File: src/hdl/scp_pkg.sv
/*
  scp_pkg: constants and carrier types for the system configuration,
  power and indirect-address register slice.
  Assumes a 32-bit APB master; printed offsets are register indices and
  the byte address is four times the index.
*/
package scp_pkg;

  // ---------------------------------------------------------------
  // register indices and byte addresses
  // ---------------------------------------------------------------
  localparam logic [13:0] IDX_PWR    = 14'h0014;
  localparam logic [13:0] IDX_SRST   = 14'h0016;
  localparam logic [13:0] IDX_CLKDIV = 14'h0018;
  localparam logic [13:0] IDX_RSVD   = 14'h0020;
  localparam logic [13:0] IDX_ADDRLO = 14'h0022;
  localparam logic [13:0] IDX_ADDRHI = 14'h0024;
  localparam logic [13:0] IDX_POLICY = 14'h0026;
  localparam logic [13:0] IDX_LOCK_LO = 14'h0030;
  localparam logic [13:0] IDX_LOCK_HI = 14'h0a0e;

  localparam logic [15:0] BA_PWR    = {IDX_PWR,    2'b00};
  localparam logic [15:0] BA_SRST   = {IDX_SRST,   2'b00};
  localparam logic [15:0] BA_CLKDIV = {IDX_CLKDIV, 2'b00};
  localparam logic [15:0] BA_RSVD   = {IDX_RSVD,   2'b00};
  localparam logic [15:0] BA_ADDRLO = {IDX_ADDRLO, 2'b00};
  localparam logic [15:0] BA_ADDRHI = {IDX_ADDRHI, 2'b00};
  localparam logic [15:0] BA_POLICY = {IDX_POLICY, 2'b00};

  // ---------------------------------------------------------------
  // field positions of the power / bypass control register
  // ---------------------------------------------------------------
  localparam int PWR_WIDTH_BIT = 12;
  localparam int PWR_ORDER_BIT = 11;
  localparam int PWR_MODE_LSB  = 8;
  localparam int PWR_VBLK_BIT  = 7;
  localparam int PWR_IDLE_BIT  = 6;
  localparam int PWR_PULL_BIT  = 4;
  localparam int PWR_PSAVE_BIT = 0;

  // ---------------------------------------------------------------
  // reset values
  // ---------------------------------------------------------------
  localparam logic        RST_PULL   = 1'b1;
  localparam logic        RST_PSAVE  = 1'b1;
  localparam logic [1:0]  RST_CLKDIV = 2'h0;
  localparam logic [17:0] RST_ADDR   = 18'h00000;
  localparam logic [1:0]  RST_POLICY = 2'h0;

  // ---------------------------------------------------------------
  // encodings
  // ---------------------------------------------------------------
  typedef enum logic [2:0] {
    BYP_OFF   = 3'b000,
    BYP_M2_P1 = 3'b001,
    BYP_S2    = 3'b010,
    BYP_M3_P  = 3'b011,
    BYP_M4_P2 = 3'b100
  } scp_bypass_mode_e;

  typedef enum logic [1:0] {
    PIF_MODE1 = 2'b00,
    PIF_MODE4 = 2'b01,
    PIF_MODE2 = 2'b10,
    PIF_MODE3 = 2'b11
  } scp_panel_if_e;

  typedef enum logic [1:0] {
    INC_HIGH_OR_WORD = 2'b00,
    INC_WORD_ONLY    = 2'b01,
    INC_NEVER        = 2'b10
  } scp_inc_policy_e;

  // ---------------------------------------------------------------
  // carriers
  // ---------------------------------------------------------------
  typedef struct packed {
    logic lcd1_par;
    logic lcd2_ser;
    logic lcd2_par;
  } scp_bypass_s;

  typedef struct packed {
    logic cs_up;
    logic clk_down;
    logic cmd_down;
    logic si_down;
  } scp_pull_s;

  typedef struct packed {
    logic done;
    logic word;
    logic high_byte;
  } scp_mem_access_s;

endpackage

File: src/hdl/scp_regs.sv
/*
  scp_regs: system configuration slice on APB - bypass mode decode,
  status flags, pull resistor and power save control, software reset,
  system clock divider enable and the indirect memory address counter.
  Assumes a single clock pclk at 250 MHz, asynchronous active-low
  presetn, and that panel mode, bypass enable and status flags arrive
  synchronous to pclk from neighbouring blocks.
*/
//
// Contract
// (RQ1) bypass code 000 disables every panel bypass path
// (RQ2) code 001 in mode 2: panel one parallel bypass only
// (RQ3) code 010 in mode 1 or 2: panel two serial bypass
// (RQ4) code 011 in mode 3: both parallel, host selects pick panel
// (RQ5) code 100 in mode 4: panel two parallel; 101-111 reserved
// (RQ6) host sets bypass code before raising port bypass enable
// (RQ7) bit 7 reads vertical blank, only for RGB panel modes
// (RQ8) bit 6 reads memory controller idle
// (RQ9) host sees idle flag 1 before power save or PLL off
// (RQ10) bit 4 drives host pin pull resistors, default on
// (RQ11) host clears pull enable in mode 3 with code 011
// (RQ12) bit 0 is power save, reset value 1
// (RQ13) host turns LCD output port off before power save
// (RQ14) any write to reset register restores defaults, buffer kept
// (RQ15) clock divide 00..11 gives 1:1 to 4:1
// (RQ16) indirect address bits 18:1 advance after each access
// (RQ17) indirect interface handles 16-bit accesses only
// (RQ18) policy 00 advances on high byte or word access
// (RQ19) policy 01 advances on word access only
// (RQ20) policy 10 never advances
// (RQ21) host never writes the reserved register
// (RQ22) power save makes the 0030h..0A0Eh range inaccessible
// (RQ23) soft reset leaves 0000h..0018h contents unchanged
// (RQ24) each advance adds one word, carrying into upper bits
`timescale 1ns/1ps

module scp_regs
  import scp_pkg::*;
(
  input  wire logic            pclk,
  input  wire logic            presetn,
  input  wire logic            psel,
  input  wire logic            penable,
  input  wire logic            pwrite,
  input  wire logic [15:0]     paddr,
  input  wire logic [31:0]     pwdata,
  output logic      [31:0]     prdata,
  output logic                 pready,
  output logic                 pslverr,
  input  wire logic [1:0]      panel_if_mode,
  input  wire logic            port_bypass_en,
  input  wire logic            host_serial_chip_select_n,
  input  wire logic            panel_two_select_n,
  input  wire logic            vertical_blank_flag,
  input  wire logic            mem_ctrl_idle,
  input  wire logic            pll_disabled,
  input  wire logic            indirect_if_sel,
  input  wire scp_mem_access_s mem_access,
  output scp_bypass_s          bypass,
  output scp_pull_s            pull_en,
  output logic                 power_save,
  output logic                 soft_reset,
  output logic                 sys_clk_en,
  output logic                 sys_src_ext,
  output logic      [17:0]     ind_addr,
  output logic                 byte_refused
);

  // ---------------------------------------------------------------
  // apb handshake
  // ---------------------------------------------------------------
  logic        pready_ff;
  logic        nxt_pready;
  logic [31:0] prdata_ff;
  logic [31:0] nxt_prdata;
  logic        pslverr_ff;
  logic        nxt_pslverr;
  logic        access;
  logic        wr_en;
  logic        rd_hit;
  logic [31:0] rd_val;

  // registers in the config group
  logic             width_ff;
  logic             order_ff;
  logic [2:0]       mode_ff;
  logic             pull_ff;
  logic             psave_ff;
  logic [1:0]       clkdiv_ff;
  logic             nxt_width;
  logic             nxt_order;
  logic [2:0]       nxt_mode;
  logic             nxt_pull;
  logic             nxt_psave;
  logic [1:0]       nxt_clkdiv;

  // indirect group
  logic [17:0]      addr_ff;
  logic [1:0]       policy_ff;
  logic [17:0]      nxt_addr;
  logic [1:0]       nxt_policy;
  logic             wr_addr;
  logic             advance;

  logic             rgb_panel;
  logic             vblank_live;

  assign access  = psel && penable && !pready_ff;
  assign wr_en   = psel && penable && pready_ff && pwrite && !pslverr_ff;
  assign wr_addr = wr_en && (paddr == BA_ADDRLO || paddr == BA_ADDRHI);

  assign rgb_panel   = (panel_if_mode == PIF_MODE1) ||
                       (panel_if_mode == PIF_MODE4);
  assign vblank_live = vertical_blank_flag && rgb_panel; // RQ7

  // read decode; unmapped and locked addresses answer with an error
  always_comb begin
    rd_hit = 1'b1;
    rd_val = 32'h00000000;
    case (paddr)
      BA_PWR: begin
        rd_val[PWR_WIDTH_BIT]            = width_ff;
        rd_val[PWR_ORDER_BIT]            = order_ff;
        rd_val[PWR_MODE_LSB +: 3]        = mode_ff;
        rd_val[PWR_VBLK_BIT]             = vblank_live; // RQ7
        rd_val[PWR_IDLE_BIT]             = mem_ctrl_idle; // RQ8
        rd_val[PWR_PULL_BIT]             = pull_ff;
        rd_val[PWR_PSAVE_BIT]            = psave_ff;
      end
      BA_SRST:   rd_val = 32'h00000000;
      BA_CLKDIV: rd_val[1:0] = clkdiv_ff;
      BA_RSVD:   rd_val = 32'h00000000;
      BA_ADDRLO: rd_val[15:1] = addr_ff[14:0];
      BA_ADDRHI: rd_val[2:0] = addr_ff[17:15];
      BA_POLICY: rd_val[1:0] = policy_ff;
      default:   rd_hit = 1'b0;
    endcase
  end

  always_comb begin
    nxt_pready  = access;
    nxt_prdata  = prdata_ff;
    nxt_pslverr = 1'b0;
    if (access) begin
      // locked window only matters to blocks behind other decoders
      nxt_pslverr = !rd_hit; // RQ22
      nxt_prdata  = (rd_hit && !pwrite) ? rd_val : 32'h00000000;
    end
  end

  always_ff @(posedge pclk or negedge presetn) begin
    if (!presetn) begin
      pready_ff  <= 1'b0;
      prdata_ff  <= 32'h00000000;
      pslverr_ff <= 1'b0;
    end else begin
      pready_ff  <= nxt_pready;
      prdata_ff  <= nxt_prdata;
      pslverr_ff <= nxt_pslverr;
    end
  end

  assign pready  = pready_ff;
  assign prdata  = prdata_ff;
  assign pslverr = pslverr_ff;

  // ---------------------------------------------------------------
  // configuration group, untouched by soft reset
  // ---------------------------------------------------------------
  always_comb begin
    nxt_width  = width_ff;
    nxt_order  = order_ff;
    nxt_mode   = mode_ff;
    nxt_pull   = pull_ff;
    nxt_psave  = psave_ff;
    nxt_clkdiv = clkdiv_ff;
    if (wr_en && paddr == BA_PWR) begin
      nxt_width = pwdata[PWR_WIDTH_BIT];
      nxt_order = pwdata[PWR_ORDER_BIT];
      nxt_mode  = pwdata[PWR_MODE_LSB +: 3];
      nxt_pull  = pwdata[PWR_PULL_BIT]; // RQ10
      nxt_psave = pwdata[PWR_PSAVE_BIT]; // RQ12
    end
    if (wr_en && paddr == BA_CLKDIV) begin
      nxt_clkdiv = pwdata[1:0]; // RQ15
    end
  end

  always_ff @(posedge pclk or negedge presetn) begin
    if (!presetn) begin
      width_ff  <= 1'b0;
      order_ff  <= 1'b0;
      mode_ff   <= BYP_OFF;
      pull_ff   <= RST_PULL;
      psave_ff  <= RST_PSAVE; // RQ12
      clkdiv_ff <= RST_CLKDIV;
    end else begin
      width_ff  <= nxt_width;
      order_ff  <= nxt_order;
      mode_ff   <= nxt_mode;
      pull_ff   <= nxt_pull;
      psave_ff  <= nxt_psave;
      clkdiv_ff <= nxt_clkdiv;
    end
  end

  // ---------------------------------------------------------------
  // indirect address counter
  // ---------------------------------------------------------------
  logic srst_wr;
  logic is_byte;
  assign srst_wr = wr_en && paddr == BA_SRST; // RQ14
  assign is_byte = mem_access.done && !mem_access.word;

  always_comb begin
    advance = 1'b0;
    if (mem_access.done) begin
      case (policy_ff)
        INC_HIGH_OR_WORD: advance = mem_access.word ||
                                    (mem_access.high_byte &&
                                     !indirect_if_sel); // RQ18 RQ17
        INC_WORD_ONLY:    advance = mem_access.word; // RQ19
        INC_NEVER:        advance = 1'b0; // RQ20
        default:          advance = 1'b0;
      endcase
    end
  end

  always_comb begin
    nxt_addr   = addr_ff;
    nxt_policy = policy_ff;
    if (advance) begin
      nxt_addr = addr_ff + 18'h00001; // RQ16 RQ24
    end
    // a host write of ADDRLO or ADDRHI wins over a same-cycle advance only in the field it writes
    if (wr_en && paddr == BA_ADDRLO) begin
      nxt_addr[14:0] = pwdata[15:1];
    end
    if (wr_en && paddr == BA_ADDRHI) begin
      nxt_addr[17:15] = pwdata[2:0];
    end
    if (wr_en && paddr == BA_POLICY) begin
      nxt_policy = pwdata[1:0];
    end
    if (srst_wr) begin
      nxt_addr   = RST_ADDR; // RQ14 RQ23
      nxt_policy = RST_POLICY;
    end
  end

  always_ff @(posedge pclk or negedge presetn) begin
    if (!presetn) begin
      addr_ff   <= RST_ADDR;
      policy_ff <= RST_POLICY;
    end else begin
      addr_ff   <= nxt_addr;
      policy_ff <= nxt_policy;
    end
  end

  // ---------------------------------------------------------------
  // system clock divider: one-cycle enable every div+1 cycles
  // ---------------------------------------------------------------
  logic [1:0] div_cnt_ff;
  logic [1:0] nxt_div_cnt;
  logic       nxt_clk_en;

  always_comb begin
    nxt_clk_en  = (div_cnt_ff >= clkdiv_ff);
    nxt_div_cnt = nxt_clk_en ? 2'h0 : div_cnt_ff + 2'h1; // RQ15
  end

  always_ff @(posedge pclk or negedge presetn) begin
    if (!presetn) begin
      div_cnt_ff <= 2'h0;
    end else begin
      div_cnt_ff <= nxt_div_cnt;
    end
  end

  // ---------------------------------------------------------------
  // registered outputs
  // ---------------------------------------------------------------
  scp_bypass_s bypass_ff;
  scp_bypass_s nxt_bypass;
  scp_pull_s   pull_en_ff;
  scp_pull_s   nxt_pull_en;
  logic        sys_clk_en_ff;
  logic        soft_reset_ff;
  logic        sys_src_ext_ff;
  logic        byte_refused_ff;
  logic        lcd1_pick;
  logic        lcd2_pick;

  // in mode 3 the host's select pins choose the bypassed panel
  assign lcd1_pick = !host_serial_chip_select_n; // RQ4
  assign lcd2_pick = !panel_two_select_n; // RQ4

  always_comb begin
    // reserved codes and code 000 leave every path closed
    nxt_bypass = '0; // RQ1 RQ5
    if (port_bypass_en) begin
      case (mode_ff)
        BYP_M2_P1: nxt_bypass.lcd1_par =
                     (panel_if_mode == PIF_MODE2); // RQ2
        BYP_S2:    nxt_bypass.lcd2_ser =
                     (panel_if_mode == PIF_MODE1) ||
                     (panel_if_mode == PIF_MODE2); // RQ3
        BYP_M3_P: begin
          nxt_bypass.lcd1_par = (panel_if_mode == PIF_MODE3) &&
                                lcd1_pick; // RQ4
          nxt_bypass.lcd2_par = (panel_if_mode == PIF_MODE3) &&
                                lcd2_pick; // RQ4
        end
        BYP_M4_P2: nxt_bypass.lcd2_par =
                     (panel_if_mode == PIF_MODE4); // RQ5
        default:   nxt_bypass = '0;
      endcase
    end
    nxt_pull_en = {4{pull_ff}}; // RQ10
  end

  always_ff @(posedge pclk or negedge presetn) begin
    if (!presetn) begin
      bypass_ff       <= '0;
      pull_en_ff      <= {4{RST_PULL}};
      sys_clk_en_ff   <= 1'b0;
      soft_reset_ff   <= 1'b0;
      sys_src_ext_ff  <= 1'b0;
      byte_refused_ff <= 1'b0;
    end else begin
      bypass_ff       <= nxt_bypass;
      pull_en_ff      <= nxt_pull_en;
      sys_clk_en_ff   <= nxt_clk_en;
      soft_reset_ff   <= srst_wr;
      sys_src_ext_ff  <= pll_disabled;
      byte_refused_ff <= is_byte && indirect_if_sel; // RQ17
    end
  end

  assign bypass       = bypass_ff;
  assign pull_en      = pull_en_ff;
  assign power_save   = psave_ff;
  assign soft_reset   = soft_reset_ff;
  assign sys_clk_en   = sys_clk_en_ff;
  assign sys_src_ext  = sys_src_ext_ff;
  assign ind_addr     = addr_ff;
  assign byte_refused = byte_refused_ff;
endmodule

File: config.mk
export PLATFORM = sky130hd
export DESIGN_NAME = scp_regs
export DESIGN_NICKNAME = d
export VERILOG_FILES = /design/src/hdl/scp_pkg.sv /design/src/hdl/scp_regs.sv
export SDC_FILE = /design/constraint.sdc
export NUM_CORES = 1
export LEC_CHECK = 0
export BUFFER_PORTS_ARGS = -buffer_cell sky130_fd_sc_hd__buf_2
export CAP_MARGIN = 20
export CORE_MARGIN = 3
export CORE_UTILIZATION = 45
export CTS_BUF_LIST = sky130_fd_sc_hd__clkbuf_2
export DETAILED_ROUTE_END_ITERATION = 16
export GPL_TIMING_DRIVEN = 0
export PLACE_DENSITY = 0.79
export SLEW_MARGIN = 20
export SYNTH_ARGS = -nofsm -noshare
export SYNTH_HDL_FRONTEND = slang
export SYNTH_SLANG_ARGS = --single-unit
File: constraint.sdc
create_clock -name pclk -period 1.7 [get_ports pclk]
set_input_delay 0.17 -clock pclk [delete_from_list [all_inputs] [get_ports pclk]]
set_output_delay 0.17 -clock pclk [all_outputs]
set_load 0.05 [all_outputs]
==> results.yml <==
global_route:
  grt_pass1_wl_um: 13900
  grt_max_degree: 58
  antenna_found_initial: 0
  grt_use_total_pct: 23.5
  grt_overflow_total: 0
  grt_pass1_vias: 2832
outcome:
  outcome: "finished with violations"
  failed_checks: "negative setup slack"
sta:
  min_period_ns: 1.81
  worst_pin_slew_ns: 0.709
  layout_setup_ws_ns: -0.108
  worst_hold_slack_ns: 0.0252
  setup_viol: 4
  hold_viol: 0
  period_share_pct: 106
  finalClockSkew_ns: 0.0232
  fmaxAchievable_mhz: 553
  slew_headroom_pct: 52.7
  report.final.slew_viol_count: 0
  rsz0062_at_grt: "yes"
cts:
  numCtsBuffers: 9
  cts_htree_levels: 3
  clockBufferDepth: 2
  cts_tree: "yes"
  root_buffer: "clkbuf_2"
  insertion_delay_ns: 0.49
  cts_sinks: 57
  cts.reportedPaths.clkPinSlew_ns: 0.18
place:
  port_buffers: 94
  place_area_mm2: 0.00368
  dp_hpwl_um: 6200
  routabilityCongestion: 0.904
  dp_cells: 505
synthesis:
  synth_fa_ha_area_share_pct: 1.25
  async_reset_ff_share_pct: 100
  synth_top_area_cell: "dfrtp_1"
  synth_compound_area_share_pct: 12.4
  synth_cell_types: 47
  synth_top_family_by_area: "simple AND/OR/NAND/NOR gates"
  synth_common_cells: "54 x dfrtp_1, 41 x nor2_1, 38 x nand2_1"
  synthMuxAreaShare_pct: 4.34
  syn_inst: 319
  synth_seq_cells: 57
  syn-cell-area_mm2: 0.00300
  ys_seq_area_share_pct: 47.7
  synth-edff-count: 0
  yosys-top-cells-area: "dfrtp_1 45%, nor2_1 5.1%, buf_4 4.8%"
  synth_flop_cell: "dfrtp_1"
  avgSynthCellArea_um2: 9.39
  yosys_warnings: 0
  synthXorXnorAreaFrac_pct: 4.97
  yosysTopAreaCellShare_pct: 45.1
  yosysMostFrequentCell: "dfrtp_1"
  synth_simple_gate_area_share_pct: 21.5
power:
  powerDensity_mw_per_mm2: 873
  p_int_w: 0.00242
  power.share.clock_pct: 26.2
  p_seq_share_pct: 42.9
  power_w: 0.00386
  p_comb_share_pct: 30.9
  vdd_drop_max_uv: 671
  swShare_pct: 37.4
  switching_power_w: 0.00145
  p_leak_nw: 2.19
setup_path:
  critPathKind: "reg2reg"
  required_ns: 2.09
  cp-start-kind: "flop"
  end_kind: "flop"
  arrival_ns: 2.20
  crit_start: "policy_ff[1]"
  critical_path.max_fanout: 4
  reg2reg_from: "policy_ff[1]"
hold_path:
  hp-start: "paddr[4]"
  worstHoldPathType: "in2reg"
die:
  start_util_pct: 46.9
  dieArea_mm2: 0.00767
  pin_count: 129
  die_w_um: 87.6
  num_rows: 29
  core_area_mm2: 0.00639
  die_h_um: 87.6
route:
  vias: 3087
  final_antenna_net_count: 0
  drtPass1Iterations: 6
  wirelength_um: 9380
  wire_per_inst_um: 16.6
  drc: 0
  vias_per_cell: 5.46
  drtIter0Drc: 231
cells_and_area:
  layout.nets: 551
  n_antenna_cell: 0
  syn_to_final_growth_pct: 47.7
  drive_above_1_share_pct: 42.0
  postLayoutCellArea_mm2: 0.00443
  final_core_util_pct: 69.3
  final_cells: 565
flow_run:
  maxCapViolCount: 0
## layout by cell type, fill, tap and decap left out, types with 3 or more instances in the layout
cell           instances
nor2_4                 3
nand3_1                6
dfrtp_2               12
nor3_4                 5
mux2i_1                4
o211ai_1               4
a211oi_2               3
nor2_1                38
nor3_1                 8
a211oi_1              12
a22oi_1                7
o21ai_0               13
o21ai_1                4
a21oi_1                4
buf_2                 95
dfstp_2                3
nor3_2                 3
buf_4                 38
xnor2_1               13
mux2_4                 5
dlygate4sd3_1         29
inv_1                  9
conb_1                16
dfrtp_1               42
nand2b_1               5
clkbuf_2               9
nand2_1               36
clkbuf_1               4
## critical path, cell delays in order (launching register included)
cell      delay [ns]
dfrtp_1         0.45
and4b_1         0.33
o211ai_1        0.23
buf_4           0.25
nor2_4          0.11
xnor2_2         0.08
a211oi_2        0.26
## per-layer routing
| layer | part of all wire (%) | global-route usage [%] | vias to the layer above |
|---|---|---|---|
| li1 | - | - | 1409 |
| met1 | 39 | 29.4 | 1463 |
| met2 | 50 | 39.9 | 174 |
| met3 | 7.8 | 5.17 | 41 |
| met4 | 3.8 | 8.37 | 0 |
| met5 | 0 | 0 | - |
## worst paths after layout
check | end | slack [ns] | cells after the start
setup / recovery | ind_addr[9] | -0.11 | 6
hold / removal | prdata[13] | 0.03 | 3
setup reg to reg | ind_addr[9] | -0.11 | 6
hold reg to reg | pull_en[0] | 0.39 | 0
max in group asynchronous | ind_addr[4] | 0.93 | 2
min in group asynchronous | bypass[0] | 0.24 | 2
## flip-flops by register name, summed over array words and instances (netlist names), 2 cells and up
name,flops
bypass,3
mode_ff,3
prdata,16
div_cnt_ff,2
policy_ff,2
clkdiv_ff,2
ind_addr,18
## power groups by stage
| stage | Sequential (W) | Clock (W) | Combinational [W] |
|---|---|---|---|
| finish | 0.00166 | 0.00101 | 0.00119 |
| floorplan | 0.00196 | 0 | 0.000403 |
| CTS | 0.00165 | 0.00103 | 0.00109 |
| global route | 0.00167 | 0.00110 | 0.00127 |
| global placement | 0.00167 | 0 | 0.000963 |
| detailed placement | 0.00169 | 0 | 0.000982 |
## final cells by class
cell class	count	area [µm²]
buffer	28	198
clock buffer	9	45.0
clock inverter	7	95.1
fill	485	1960
inverter	10	37.5
multi-input combinational	236	1610
sequential	57	1450
tap	77	96.3
timing repair buffer	141	898
## through the flow
stage | setup TNS (ns) | setup WS, ns
2_1_floorplan | -2.70 | -0.129
3_3_place_gp | -13.49 | -0.487
6_report | -0.299 | -0.108
3_5_place_dp | -15.94 | -0.577
5_1_grt | -0.982 | -0.179
4_1_cts | -0.105 | -0.0501
## kinds of logic after synthesis
group           count (synthesis)
other cells                     1
mux                            12
xor+xnor                       17
simple gates                  133
compound gates                 55
fa+ha+maj                       3
flops                          57
buf+inv                        41
## timing repair
action | 4_1_cts | 5_1_grt
hold buffers | 29 | 0
endpoints found under the hold margin | 90 | 0
gates resized for setup | 11 | 33
endpoints found under the setup margin | 34 | 33
buffers inserted | 12 | 6
pin swaps | 8 | 12
No activity file was read; power rests on OpenSTA's default activity.
